$ cat src/sp_pin_cfg.svh
/*
 * Offsets, field positions, write masks and reset values of the shared
 * serial pin control block. Definitions only; included by the top module and reg_byte.
 */
`ifndef SP_PIN_CFG_SVH
`define SP_PIN_CFG_SVH

// Register indices; byte address is four times the index
`define IDX_PORT_PIN_VALUE   12'h815
`define IDX_PIN_OWNER_SELECT 12'h816
`define IDX_PIN_DIRECTION    12'h817
`define IDX_PIN_CONTROL      12'h818

// Pin positions inside every pin byte
`define PIN_MISO 0
`define PIN_MOSI 1
`define PIN_SCK  2
`define PIN_SEL0 3
`define PIN_SEL1 4

// Control register fields
`define CTRL_SER_ENABLE 0
`define CTRL_OPEN_DRAIN 1

// Implemented bits; the rest read zero and ignore writes
`define MASK_PORT_PIN_VALUE   8'h1F
`define MASK_PIN_OWNER_SELECT 8'h1B
`define MASK_PIN_DIRECTION    8'h1F
`define MASK_PIN_CONTROL      8'h03

`define RST_PORT_PIN_VALUE   8'h00
`define RST_PIN_OWNER_SELECT 8'h00
`define RST_PIN_DIRECTION    8'h00
`define RST_PIN_CONTROL      8'h00

// AXI responses
`define RESP_OKAY   2'h0
`define RESP_SLVERR 2'h2

`endif

$ cat src/sp_pin_pkg.sv
/*
 * Types shared by the serial pin control files.
 * Assumes nothing of its surroundings.
 */
`default_nettype none

package sp_pin_pkg;
	typedef logic [4:0] pin_vec_t;
	typedef enum logic [2:0] {SEL_NONE, SEL_VALUE, SEL_OWNER, SEL_DIR, SEL_CTRL} reg_sel_t;
	typedef enum logic [1:0] {WR_IDLE, WR_HAVE_ADDR, WR_HAVE_DATA, WR_RESP} wr_state_t;
	typedef enum logic {RD_IDLE, RD_RESP} rd_state_t;
endpackage : sp_pin_pkg

`default_nettype wire

$ cat src/serial_port_pin_control.sv
/*
 * Pin control for the five pins shared with the serial unit: ownership,
 * direction and port value registers behind an AXI4-Lite slave, plus the
 * per-pin output stage. Assumes pins synchronous to aclk, a pad ring that
 * resolves pin_o/pin_oe, and a serial unit that listens to ser_enable.
 */
//
// Contract
// - Each shared pin except sck is given to serial unit or port alone.
// - A port output pin drives the level held in the port value register.
// - Writes touch output pins only; reads return the live pin levels.
// - Port value bits: miso, mosi, sck, select0, select1; upper bits reserved.
// - Ownership has miso, mosi, select0, select1 bits; none for sck.
// - A port pin follows only its direction and value bits and the open-drain bit.
// - Sck belongs to the serial unit whenever that unit is enabled.
// - Direction bit one means output, zero input, enabled or not.
// - After reset all pins are port inputs and serial unit disabled.
// - With open-drain enabled every output pin drives open-drain.
`timescale 1ns/10ps
`default_nettype none
`include "sp_pin_cfg.svh"

module serial_port_pin_control #(
	parameter int ADDR_W = 14
) (
	// Clock and reset
	input  wire logic                      aclk,
	input  wire logic                      aresetn,
	// AXI4-Lite write address
	input  wire logic [ADDR_W-1:0]         awaddr,
	input  wire logic [2:0]                awprot,
	input  wire logic                      awvalid,
	output logic                           awready,
	// AXI4-Lite write data
	input  wire logic [31:0]               wdata,
	input  wire logic [3:0]                wstrb,
	input  wire logic                      wvalid,
	output logic                           wready,
	// AXI4-Lite write response
	output logic [1:0]                     bresp,
	output logic                           bvalid,
	input  wire logic                      bready,
	// AXI4-Lite read address
	input  wire logic [ADDR_W-1:0]         araddr,
	input  wire logic [2:0]                arprot,
	input  wire logic                      arvalid,
	output logic                           arready,
	// AXI4-Lite read data
	output logic [31:0]                    rdata,
	output logic [1:0]                     rresp,
	output logic                           rvalid,
	input  wire logic                      rready,
	// Serial unit side
	output logic                           ser_enable,
	input  wire sp_pin_pkg::pin_vec_t      ser_out,
	output sp_pin_pkg::pin_vec_t           ser_in,
	// Pins
	input  wire sp_pin_pkg::pin_vec_t      pin_i,
	output sp_pin_pkg::pin_vec_t           pin_o,
	output sp_pin_pkg::pin_vec_t           pin_oe
);
	// Register outputs
	logic [7:0]                value_q;
	logic [7:0]                owner_q;
	logic [7:0]                dir_q;
	logic [7:0]                ctrl_q;

	// Write channel state
	sp_pin_pkg::wr_state_t     wr_state_q;
	sp_pin_pkg::wr_state_t     wr_state_d;
	logic [ADDR_W-1:0]         awaddr_q;
	logic [7:0]                wdata_q;
	logic                      wstrb0_q;
	logic [1:0]                bresp_q;
	logic [1:0]                bresp_d;

	// Read channel state
	sp_pin_pkg::rd_state_t     rd_state_q;
	sp_pin_pkg::rd_state_t     rd_state_d;
	logic [7:0]                rdata_q;
	logic [7:0]                rdata_d;
	logic [1:0]                rresp_q;
	logic [1:0]                rresp_d;

	// Handshakes
	wire                       aw_hit;
	wire                       w_hit;
	wire                       b_hit;
	wire                       ar_hit;
	wire                       r_hit;

	// Write decode
	wire [ADDR_W-1:0]          wr_addr;
	wire [7:0]                 wr_byte;
	wire                       wr_lane0;
	wire                       wr_commit;
	sp_pin_pkg::reg_sel_t      wr_sel;
	wire                       wr_value;
	wire                       wr_owner;
	wire                       wr_dir;
	wire                       wr_ctrl;

	// Read decode
	sp_pin_pkg::reg_sel_t      rd_sel;

	// Pin routing
	sp_pin_pkg::pin_vec_t      owned;
	wire                       open_drain_enable;
	sp_pin_pkg::pin_vec_t      ser_in_d;
	sp_pin_pkg::pin_vec_t      ser_in_q;

	function automatic sp_pin_pkg::reg_sel_t decode(input logic [ADDR_W-1:0] addr);
		logic [ADDR_W-3:0] idx;
		idx = addr[ADDR_W-1:2];
		if (idx == (ADDR_W-2)'(`IDX_PORT_PIN_VALUE))
			decode = sp_pin_pkg::SEL_VALUE;
		else if (idx == (ADDR_W-2)'(`IDX_PIN_OWNER_SELECT))
			decode = sp_pin_pkg::SEL_OWNER;
		else if (idx == (ADDR_W-2)'(`IDX_PIN_DIRECTION))
			decode = sp_pin_pkg::SEL_DIR;
		else if (idx == (ADDR_W-2)'(`IDX_PIN_CONTROL))
			decode = sp_pin_pkg::SEL_CTRL;
		else
			decode = sp_pin_pkg::SEL_NONE;
	endfunction : decode

	// Address and data are taken in either order
	assign awready = (wr_state_q == sp_pin_pkg::WR_IDLE) || (wr_state_q == sp_pin_pkg::WR_HAVE_DATA);
	assign wready  = (wr_state_q == sp_pin_pkg::WR_IDLE) || (wr_state_q == sp_pin_pkg::WR_HAVE_ADDR);
	assign bvalid  = (wr_state_q == sp_pin_pkg::WR_RESP);
	assign bresp   = bresp_q;
	assign aw_hit  = awvalid && awready;
	assign w_hit   = wvalid && wready;
	assign b_hit   = bvalid && bready;

	assign arready = (rd_state_q == sp_pin_pkg::RD_IDLE);
	assign rvalid  = (rd_state_q == sp_pin_pkg::RD_RESP);
	assign rresp   = rresp_q;
	assign rdata   = {24'h000000, rdata_q};
	assign ar_hit  = arvalid && arready;
	assign r_hit   = rvalid && rready;

	// Write path uses whichever half arrived this cycle
	assign wr_addr   = aw_hit ? awaddr : awaddr_q;
	assign wr_byte   = w_hit ? wdata[7:0] : wdata_q;
	assign wr_lane0  = w_hit ? wstrb[0] : wstrb0_q;
	assign wr_commit = (wr_state_d == sp_pin_pkg::WR_RESP) && (wr_state_q != sp_pin_pkg::WR_RESP);
	assign wr_sel    = decode(wr_addr);
	// Only the low byte lane carries register data
	assign wr_value  = wr_commit && wr_lane0 && (wr_sel == sp_pin_pkg::SEL_VALUE);
	assign wr_owner  = wr_commit && wr_lane0 && (wr_sel == sp_pin_pkg::SEL_OWNER);
	assign wr_dir    = wr_commit && wr_lane0 && (wr_sel == sp_pin_pkg::SEL_DIR);
	assign wr_ctrl   = wr_commit && wr_lane0 && (wr_sel == sp_pin_pkg::SEL_CTRL);

	always_comb begin
		wr_state_d = wr_state_q;
		case (wr_state_q)
			sp_pin_pkg::WR_IDLE: begin
				if (aw_hit && w_hit)
					wr_state_d = sp_pin_pkg::WR_RESP;
				else if (aw_hit)
					wr_state_d = sp_pin_pkg::WR_HAVE_ADDR;
				else if (w_hit)
					wr_state_d = sp_pin_pkg::WR_HAVE_DATA;
			end
			sp_pin_pkg::WR_HAVE_ADDR: begin
				if (w_hit)
					wr_state_d = sp_pin_pkg::WR_RESP;
			end
			sp_pin_pkg::WR_HAVE_DATA: begin
				if (aw_hit)
					wr_state_d = sp_pin_pkg::WR_RESP;
			end
			sp_pin_pkg::WR_RESP: begin
				if (b_hit)
					wr_state_d = sp_pin_pkg::WR_IDLE;
			end
			default: wr_state_d = sp_pin_pkg::WR_IDLE;
		endcase
	end

	assign bresp_d = wr_commit ? ((wr_sel == sp_pin_pkg::SEL_NONE) ? `RESP_SLVERR : `RESP_OKAY) : bresp_q;

	always_ff @(posedge aclk) begin
		if (!aresetn) begin
			wr_state_q <= sp_pin_pkg::WR_IDLE;
			bresp_q    <= `RESP_OKAY;
		end else begin
			wr_state_q <= wr_state_d;
			bresp_q    <= bresp_d;
		end
	end

	always_ff @(posedge aclk) begin
		if (!aresetn) begin
			awaddr_q <= '0;
			wdata_q  <= 8'h00;
			wstrb0_q <= 1'b0;
		end else begin
			if (aw_hit)
				awaddr_q <= awaddr;
			if (w_hit) begin
				wdata_q  <= wdata[7:0];
				wstrb0_q <= wstrb[0];
			end
		end
	end

	// Registers; masks zero the reserved bits
	reg_byte #(
		.MASK      (`MASK_PORT_PIN_VALUE),
		.RESET_VAL (`RST_PORT_PIN_VALUE)
	) u_value (
		.aclk    (aclk),
		.aresetn (aresetn),
		.wr_en   (wr_value),
		.wr_data (wr_byte),
		.q       (value_q)
	);

	// Sck has no ownership bit
	reg_byte #(
		.MASK      (`MASK_PIN_OWNER_SELECT),
		.RESET_VAL (`RST_PIN_OWNER_SELECT)
	) u_owner (
		.aclk    (aclk),
		.aresetn (aresetn),
		.wr_en   (wr_owner),
		.wr_data (wr_byte),
		.q       (owner_q)
	);

	reg_byte #(
		.MASK      (`MASK_PIN_DIRECTION),
		.RESET_VAL (`RST_PIN_DIRECTION)
	) u_dir (
		.aclk    (aclk),
		.aresetn (aresetn),
		.wr_en   (wr_dir),
		.wr_data (wr_byte),
		.q       (dir_q)
	);

	// Serial unit starts disabled
	reg_byte #(
		.MASK      (`MASK_PIN_CONTROL),
		.RESET_VAL (`RST_PIN_CONTROL)
	) u_ctrl (
		.aclk    (aclk),
		.aresetn (aresetn),
		.wr_en   (wr_ctrl),
		.wr_data (wr_byte),
		.q       (ctrl_q)
	);

	// Read path
	assign rd_sel = decode(araddr);

	always_comb begin
		rdata_d = rdata_q;
		rresp_d = rresp_q;
		if (ar_hit) begin
			rresp_d = `RESP_OKAY;
			case (rd_sel)
				// Live pin levels, not the stored value
				sp_pin_pkg::SEL_VALUE: rdata_d = {3'b000, pin_i};
				sp_pin_pkg::SEL_OWNER: rdata_d = owner_q;
				sp_pin_pkg::SEL_DIR:   rdata_d = dir_q;
				sp_pin_pkg::SEL_CTRL:  rdata_d = ctrl_q;
				default: begin
					rdata_d = 8'h00;
					rresp_d = `RESP_SLVERR;
				end
			endcase
		end
	end

	always_comb begin
		rd_state_d = rd_state_q;
		case (rd_state_q)
			sp_pin_pkg::RD_IDLE: begin
				if (ar_hit)
					rd_state_d = sp_pin_pkg::RD_RESP;
			end
			sp_pin_pkg::RD_RESP: begin
				if (r_hit)
					rd_state_d = sp_pin_pkg::RD_IDLE;
			end
			default: rd_state_d = sp_pin_pkg::RD_IDLE;
		endcase
	end

	always_ff @(posedge aclk) begin
		if (!aresetn) begin
			rd_state_q <= sp_pin_pkg::RD_IDLE;
			rdata_q    <= 8'h00;
			rresp_q    <= `RESP_OKAY;
		end else begin
			rd_state_q <= rd_state_d;
			rdata_q    <= rdata_d;
			rresp_q    <= rresp_d;
		end
	end

	// Pin ownership
	assign ser_enable        = ctrl_q[`CTRL_SER_ENABLE];
	assign open_drain_enable = ctrl_q[`CTRL_OPEN_DRAIN];
	// Ownership only counts while the serial unit runs
	assign owned = {owner_q[`PIN_SEL1], owner_q[`PIN_SEL0], 1'b1,
	                owner_q[`PIN_MOSI], owner_q[`PIN_MISO]} & {5{ser_enable}};

	// Serial unit sees levels of its own pins only
	assign ser_in_d = pin_i & owned;

	always_ff @(posedge aclk) begin
		if (!aresetn)
			ser_in_q <= 5'h00;
		else
			ser_in_q <= ser_in_d;
	end

	assign ser_in = ser_in_q;

	// Writes reach only output pins through the direction gate
	for (genvar i = 0; i < 5; i++) begin : g_pin
		pin_cell u_cell (
			.aclk       (aclk),
			.aresetn    (aresetn),
			.gpio_level (value_q[i]),
			.gpio_dir   (dir_q[i]),
			.owned      (owned[i]),
			.open_drain (open_drain_enable),
			.ser_level  (ser_out[i]),
			.pad_o      (pin_o[i]),
			.pad_oe     (pin_oe[i])
		);
	end
endmodule : serial_port_pin_control
`default_nettype wire

$ cat src/reg_byte.sv
/*
 * One byte-wide control register with a mask of implemented bits.
 * Assumes a synchronous active-low reset and a one-cycle write strobe.
 */
`timescale 1ns/10ps
`default_nettype none
`include "sp_pin_cfg.svh"

module reg_byte #(
	parameter logic [7:0] MASK      = 8'hFF,
	parameter logic [7:0] RESET_VAL = 8'h00
) (
	// Clock and reset
	input  wire logic       aclk,
	input  wire logic       aresetn,
	// Write port
	input  wire logic       wr_en,
	input  wire logic [7:0] wr_data,
	// Stored value
	output logic      [7:0] q
);
	logic [7:0] q_d;

	// Unimplemented bits never take a one
	assign q_d = wr_en ? (wr_data & MASK) : q;

	always_ff @(posedge aclk) begin
		if (!aresetn)
			q <= RESET_VAL & MASK;
		else
			q <= q_d;
	end
endmodule : reg_byte
`default_nettype wire

$ cat src/pin_cell.sv
/*
 * Output stage of one shared pin: picks the serial unit or the port bit,
 * applies direction and open-drain mode. Assumes a pad that resolves the
 * wire from pad_o and pad_oe.
 */
`timescale 1ns/10ps
`default_nettype none

module pin_cell (
	// Clock and reset
	input  wire logic aclk,
	input  wire logic aresetn,
	// Configuration
	input  wire logic gpio_level,
	input  wire logic gpio_dir,
	input  wire logic owned,
	input  wire logic open_drain,
	// Serial unit level
	input  wire logic ser_level,
	// Pad
	output logic      pad_o,
	output logic      pad_oe
);
	logic level;
	logic pad_o_d;
	logic pad_oe_d;

	assign level = owned ? ser_level : gpio_level;
	// Open drain only ever pulls low
	assign pad_o_d  = open_drain ? 1'b0 : level;
	assign pad_oe_d = gpio_dir & (open_drain ? ~level : 1'b1);

	always_ff @(posedge aclk) begin
		if (!aresetn) begin
			pad_o  <= 1'b0;
			pad_oe <= 1'b0;
		end else begin
			pad_o  <= pad_o_d;
			pad_oe <= pad_oe_d;
		end
	end
endmodule : pin_cell
`default_nettype wire

$ cat config.mk
export PLATFORM = sky130hd
export DESIGN_NAME = serial_port_pin_control
export DESIGN_NICKNAME = d
export VERILOG_FILES = /design/src/sp_pin_pkg.sv /design/src/serial_port_pin_control.sv /design/src/reg_byte.sv /design/src/pin_cell.sv
export VERILOG_INCLUDE_DIRS = /design/src
export SDC_FILE = /design/constraint.sdc
export NUM_CORES = 1
export LEC_CHECK = 0
export BUFFER_PORTS_ARGS = -buffer_cell sky130_fd_sc_hd__buf_4
export CAP_MARGIN = 20
export CORE_ASPECT_RATIO = 0.9
export CORE_MARGIN = 2
export CORE_UTILIZATION = 51
export CTS_BUF_LIST = sky130_fd_sc_hd__clkbuf_2
export CTS_CLUSTER_DIAMETER = 50
export DETAILED_ROUTE_END_ITERATION = 10
export PLACE_DENSITY = 0.87
export SYNTH_ARGS = -nofsm -noshare
export SYNTH_HDL_FRONTEND = slang
export SYNTH_SLANG_ARGS = --single-unit
$ cat constraint.sdc
create_clock -name aclk -period 2.88 [get_ports aclk]
set_clock_uncertainty 0.2 [all_clocks]
set_input_delay 0.144 -clock aclk [delete_from_list [all_inputs] [get_ports aclk]]
set_output_delay 0.144 -clock aclk [all_outputs]
set_load 0.1 [all_outputs]
==> results.json <==
{
  "total_power_w": 0.00206,
  "fin_cells": 512,
  "ys_seq_elements": 59,
  "internal-power_w": 0.00136,
  "whs_ns": 0.128,
  "netlist_instances": 311,
  "routed_wl_um": 8360,
  "htree_levels": 3,
  "antenna_cells": 0,
  "clk_pin_slew_ns": 0.18,
  "leakage_nw": 1.96,
  "grt-ovfl-total": 0,
  "worstSetupPathType": "primary input to register",
  "worstPathRequired_ns": 3.14,
  "grt_use_met3_pct": 8.15,
  "tns_ns": 0,
  "grt_pass1_wl_um": 12800,
  "end_kind": "register",
  "yosys_warnings": 0,
  "grt_use_met2_pct": 47.8,
  "cts_inserted_buffers": 9,
  "core_area_um2": 5320,
  "cts_tree": "built",
  "first_global_vias": 2664,
  "power.share.clock_pct": 35.3,
  "setup_viol": 0,
  "met1_usage_pct": 32.9,
  "finish.net_count": 527,
  "grt_start_max_net_pins": 46,
  "io_pins": 144,
  "dp_hpwl_um": 4510,
  "clkSinkCount": 59,
  "min_path_type": "primary input to register",
  "drtPass1Iterations": 6,
  "powerDensity_nw_per_um2": 503,
  "areaGrowthSynthToFinish_pct": 44.5,
  "track_usage_pct": 28.2,
  "grt_busiest_layer": "met2",
  "cp_max_fo": 8,
  "viasPerCell": 5.34,
  "die_w_um": 82.5,
  "dieArea_um2": 6160,
  "yosysUniqueCellTypes": 44,
  "via_count": 2734,
  "p_comb_share_pct": 23.1,
  "synth_flop_cell": "dfxtp_1",
  "layout-drive-gt1-share_pct": 26.7,
  "drtAntennaViolNets": 0,
  "min_period_over_period_pct": 98.3,
  "p_switching_w": 0.000692,
  "clock_latency_ns": 0.52,
  "floorplan.initialDensity_pct": 53.2,
  "pwr-share-seq_pct": 41.5,
  "wl_per_cell_um": 16.3,
  "avgSynthCellArea_um2": 9.10,
  "max_freq_ghz": 0.353,
  "async_flop_share_pct": 0,
  "hold_viol": 0,
  "finalWeightedCongestion": 0.780,
  "die_h_um": 74.7,
  "drc": 0,
  "syn_area_um2": 2830,
  "status": "completed",
  "drv_slew": 0,
  "row_count": 25,
  "first_iter_violations": 216,
  "cap_violations": 0,
  "swShare_pct": 33.6,
  "clockBufferDepth": 2,
  "synth_edf_count": 0,
  "root_buffer": "clkbuf_2",
  "antenna_found_initial": 0,
  "io_buffers": 74,
  "worstPathArrival_ns": 3.10,
  "min_period_ns": 2.83,
  "cp-start-kind": "primary input",
  "synth-seq-area-share_pct": 41.7,
  "ir_drop_mv": 0.467,
  "dp.cells": 428
}
layer usage:
| layer | vias up | share of wire [%] | wire, um |
|---|---|---|---|
| li1 | 1250 | - | - |
| met1 | 1281 | 39 | 3240 |
| met2 | 168 | 51 | 4240 |
| met3 | 35 | 7.3 | 606 |
| met4 | 0 | 3.2 | 268 |
| met5 | - | 0 | 0 |
path summary, 6_finish.rpt:
check	start	to	slack, ns	depth (start not counted)
worst max-delay path	araddr[3]	rdata_q[2]	0.05	9
worst min-delay path	bready	wr_state_q[0]	0.13	3
worst max register to register	rvalid	rdata_q[0]	0.24	7
worst min register to register	u_value.q[4]	u_value.q[4]	0.27	2
final cells by class:
class	instances	area, um2
Clock buffer	9	45.0
Sequential cell	59	1180
Fill cell	338	1230
Tap cell	67	83.8
Inverter	10	37.5
Multi-Input combinational cell	218	1380
Clock inverter	7	124
Timing Repair Buffer	142	1240
kinds of logic after synthesis:
group	count (synthesis)	synth area share [%]
flip-flops	59	41.7
AND/OR/NAND/NOR	112	20.9
multiplexers	34	13.2
AO/OA/AOI/OAI	43	10.4
buffers and inverters	62	13.7
other	1	0.132
worst max-delay path: stages:
cell,delay (ns)
dlygate4sd3_1,0.54
buf_4,0.18
nor4b_2,0.46
a21oi_1,0.13
nor3_1,0.23
nand4_1,0.15
dlygate4sd3_1,0.59
a21boi_1,0.13
dlygate4sd3_1,0.55
cell usage in the layout (no fill, tap or decap), drive strengths merged, types with 3 or more instances in the layout:
master,count
mux2,16
nand4,5
a22oi,4
and3,5
nand2,60
clkbuf,9
buf,74
and2,3
conb,29
bufinv,3
inv,12
nor2,7
dlygate4sd3,68
a31oi,3
o21ai,9
dfxtp,59
nor3,3
nor2b,9
a21boi,12
nand2b,6
a21oi,8
nor4b,3
mux2i,18
registers in the layout, indices dropped and copies added, names as in the netlist, 2 cells and up:
signal               cells
wdata_q                  5
ser_in                   5
u_value.q                5
g_pin.u_cell.pad_o       5
u_owner.q                4
u_ctrl.q                 2
wr_state_q               2
awaddr_q                12
g_pin.u_cell.pad_oe      5
u_dir.q                  5
rdata_q                  5
synthesized netlist by cell type, types with 3 or more instances:
library cell,count,area share [%]
nand4_2,3,1.3
a22oi_1,4,1.1
dfxtp_1,59,42
buf_4,39,10
inv_1,10,1.3
nor3_1,3,0.53
nor2_1,7,0.93
a21boi_0,11,2.9
mux2i_1,17,6.0
nand2b_1,5,1.1
a31oi_1,3,0.66
and2_1,3,0.66
nor2b_1,9,2.0
mux2_2,15,6.0
and3_1,5,1.1
clkbuf_1,12,1.6
a21oi_1,8,1.4
nand2_1,59,7.8
o21ai_0,6,1.1
power by group through the flow:
stage / combinational (W) / sequential, W / clock [W]
global placement: 0.000392 / 0.000868 / 0
finish: 0.000476 / 0.000854 / 0.000727
global route: 0.000496 / 0.000857 / 0.000761
detailed placement: 0.000397 / 0.000869 / 0
floorplan: 0.000322 / 0.000892 / 0
CTS: 0.000459 / 0.000852 / 0.000722
timing repair:
item                       in CTS  in global routing
hold endpoints to repair       59                  0
hold buffers                   68                  0
setup endpoints to repair       0                  3
setup buffers                   0                  0
gates resized for setup         0                  2
per-stage QoR:
stage	utilization, %	instance area (um2)	setup WS [ns]
finish	76.9	4090	0.0489
global route	76.9	4090	-0.00402
CTS	76.7	4080	0.107
detailed placement	60.7	3230	0.751
global placement	60.7	3230	0.774
floorplan	-	2940	0.381
Power figures use the tool's default switching activity.
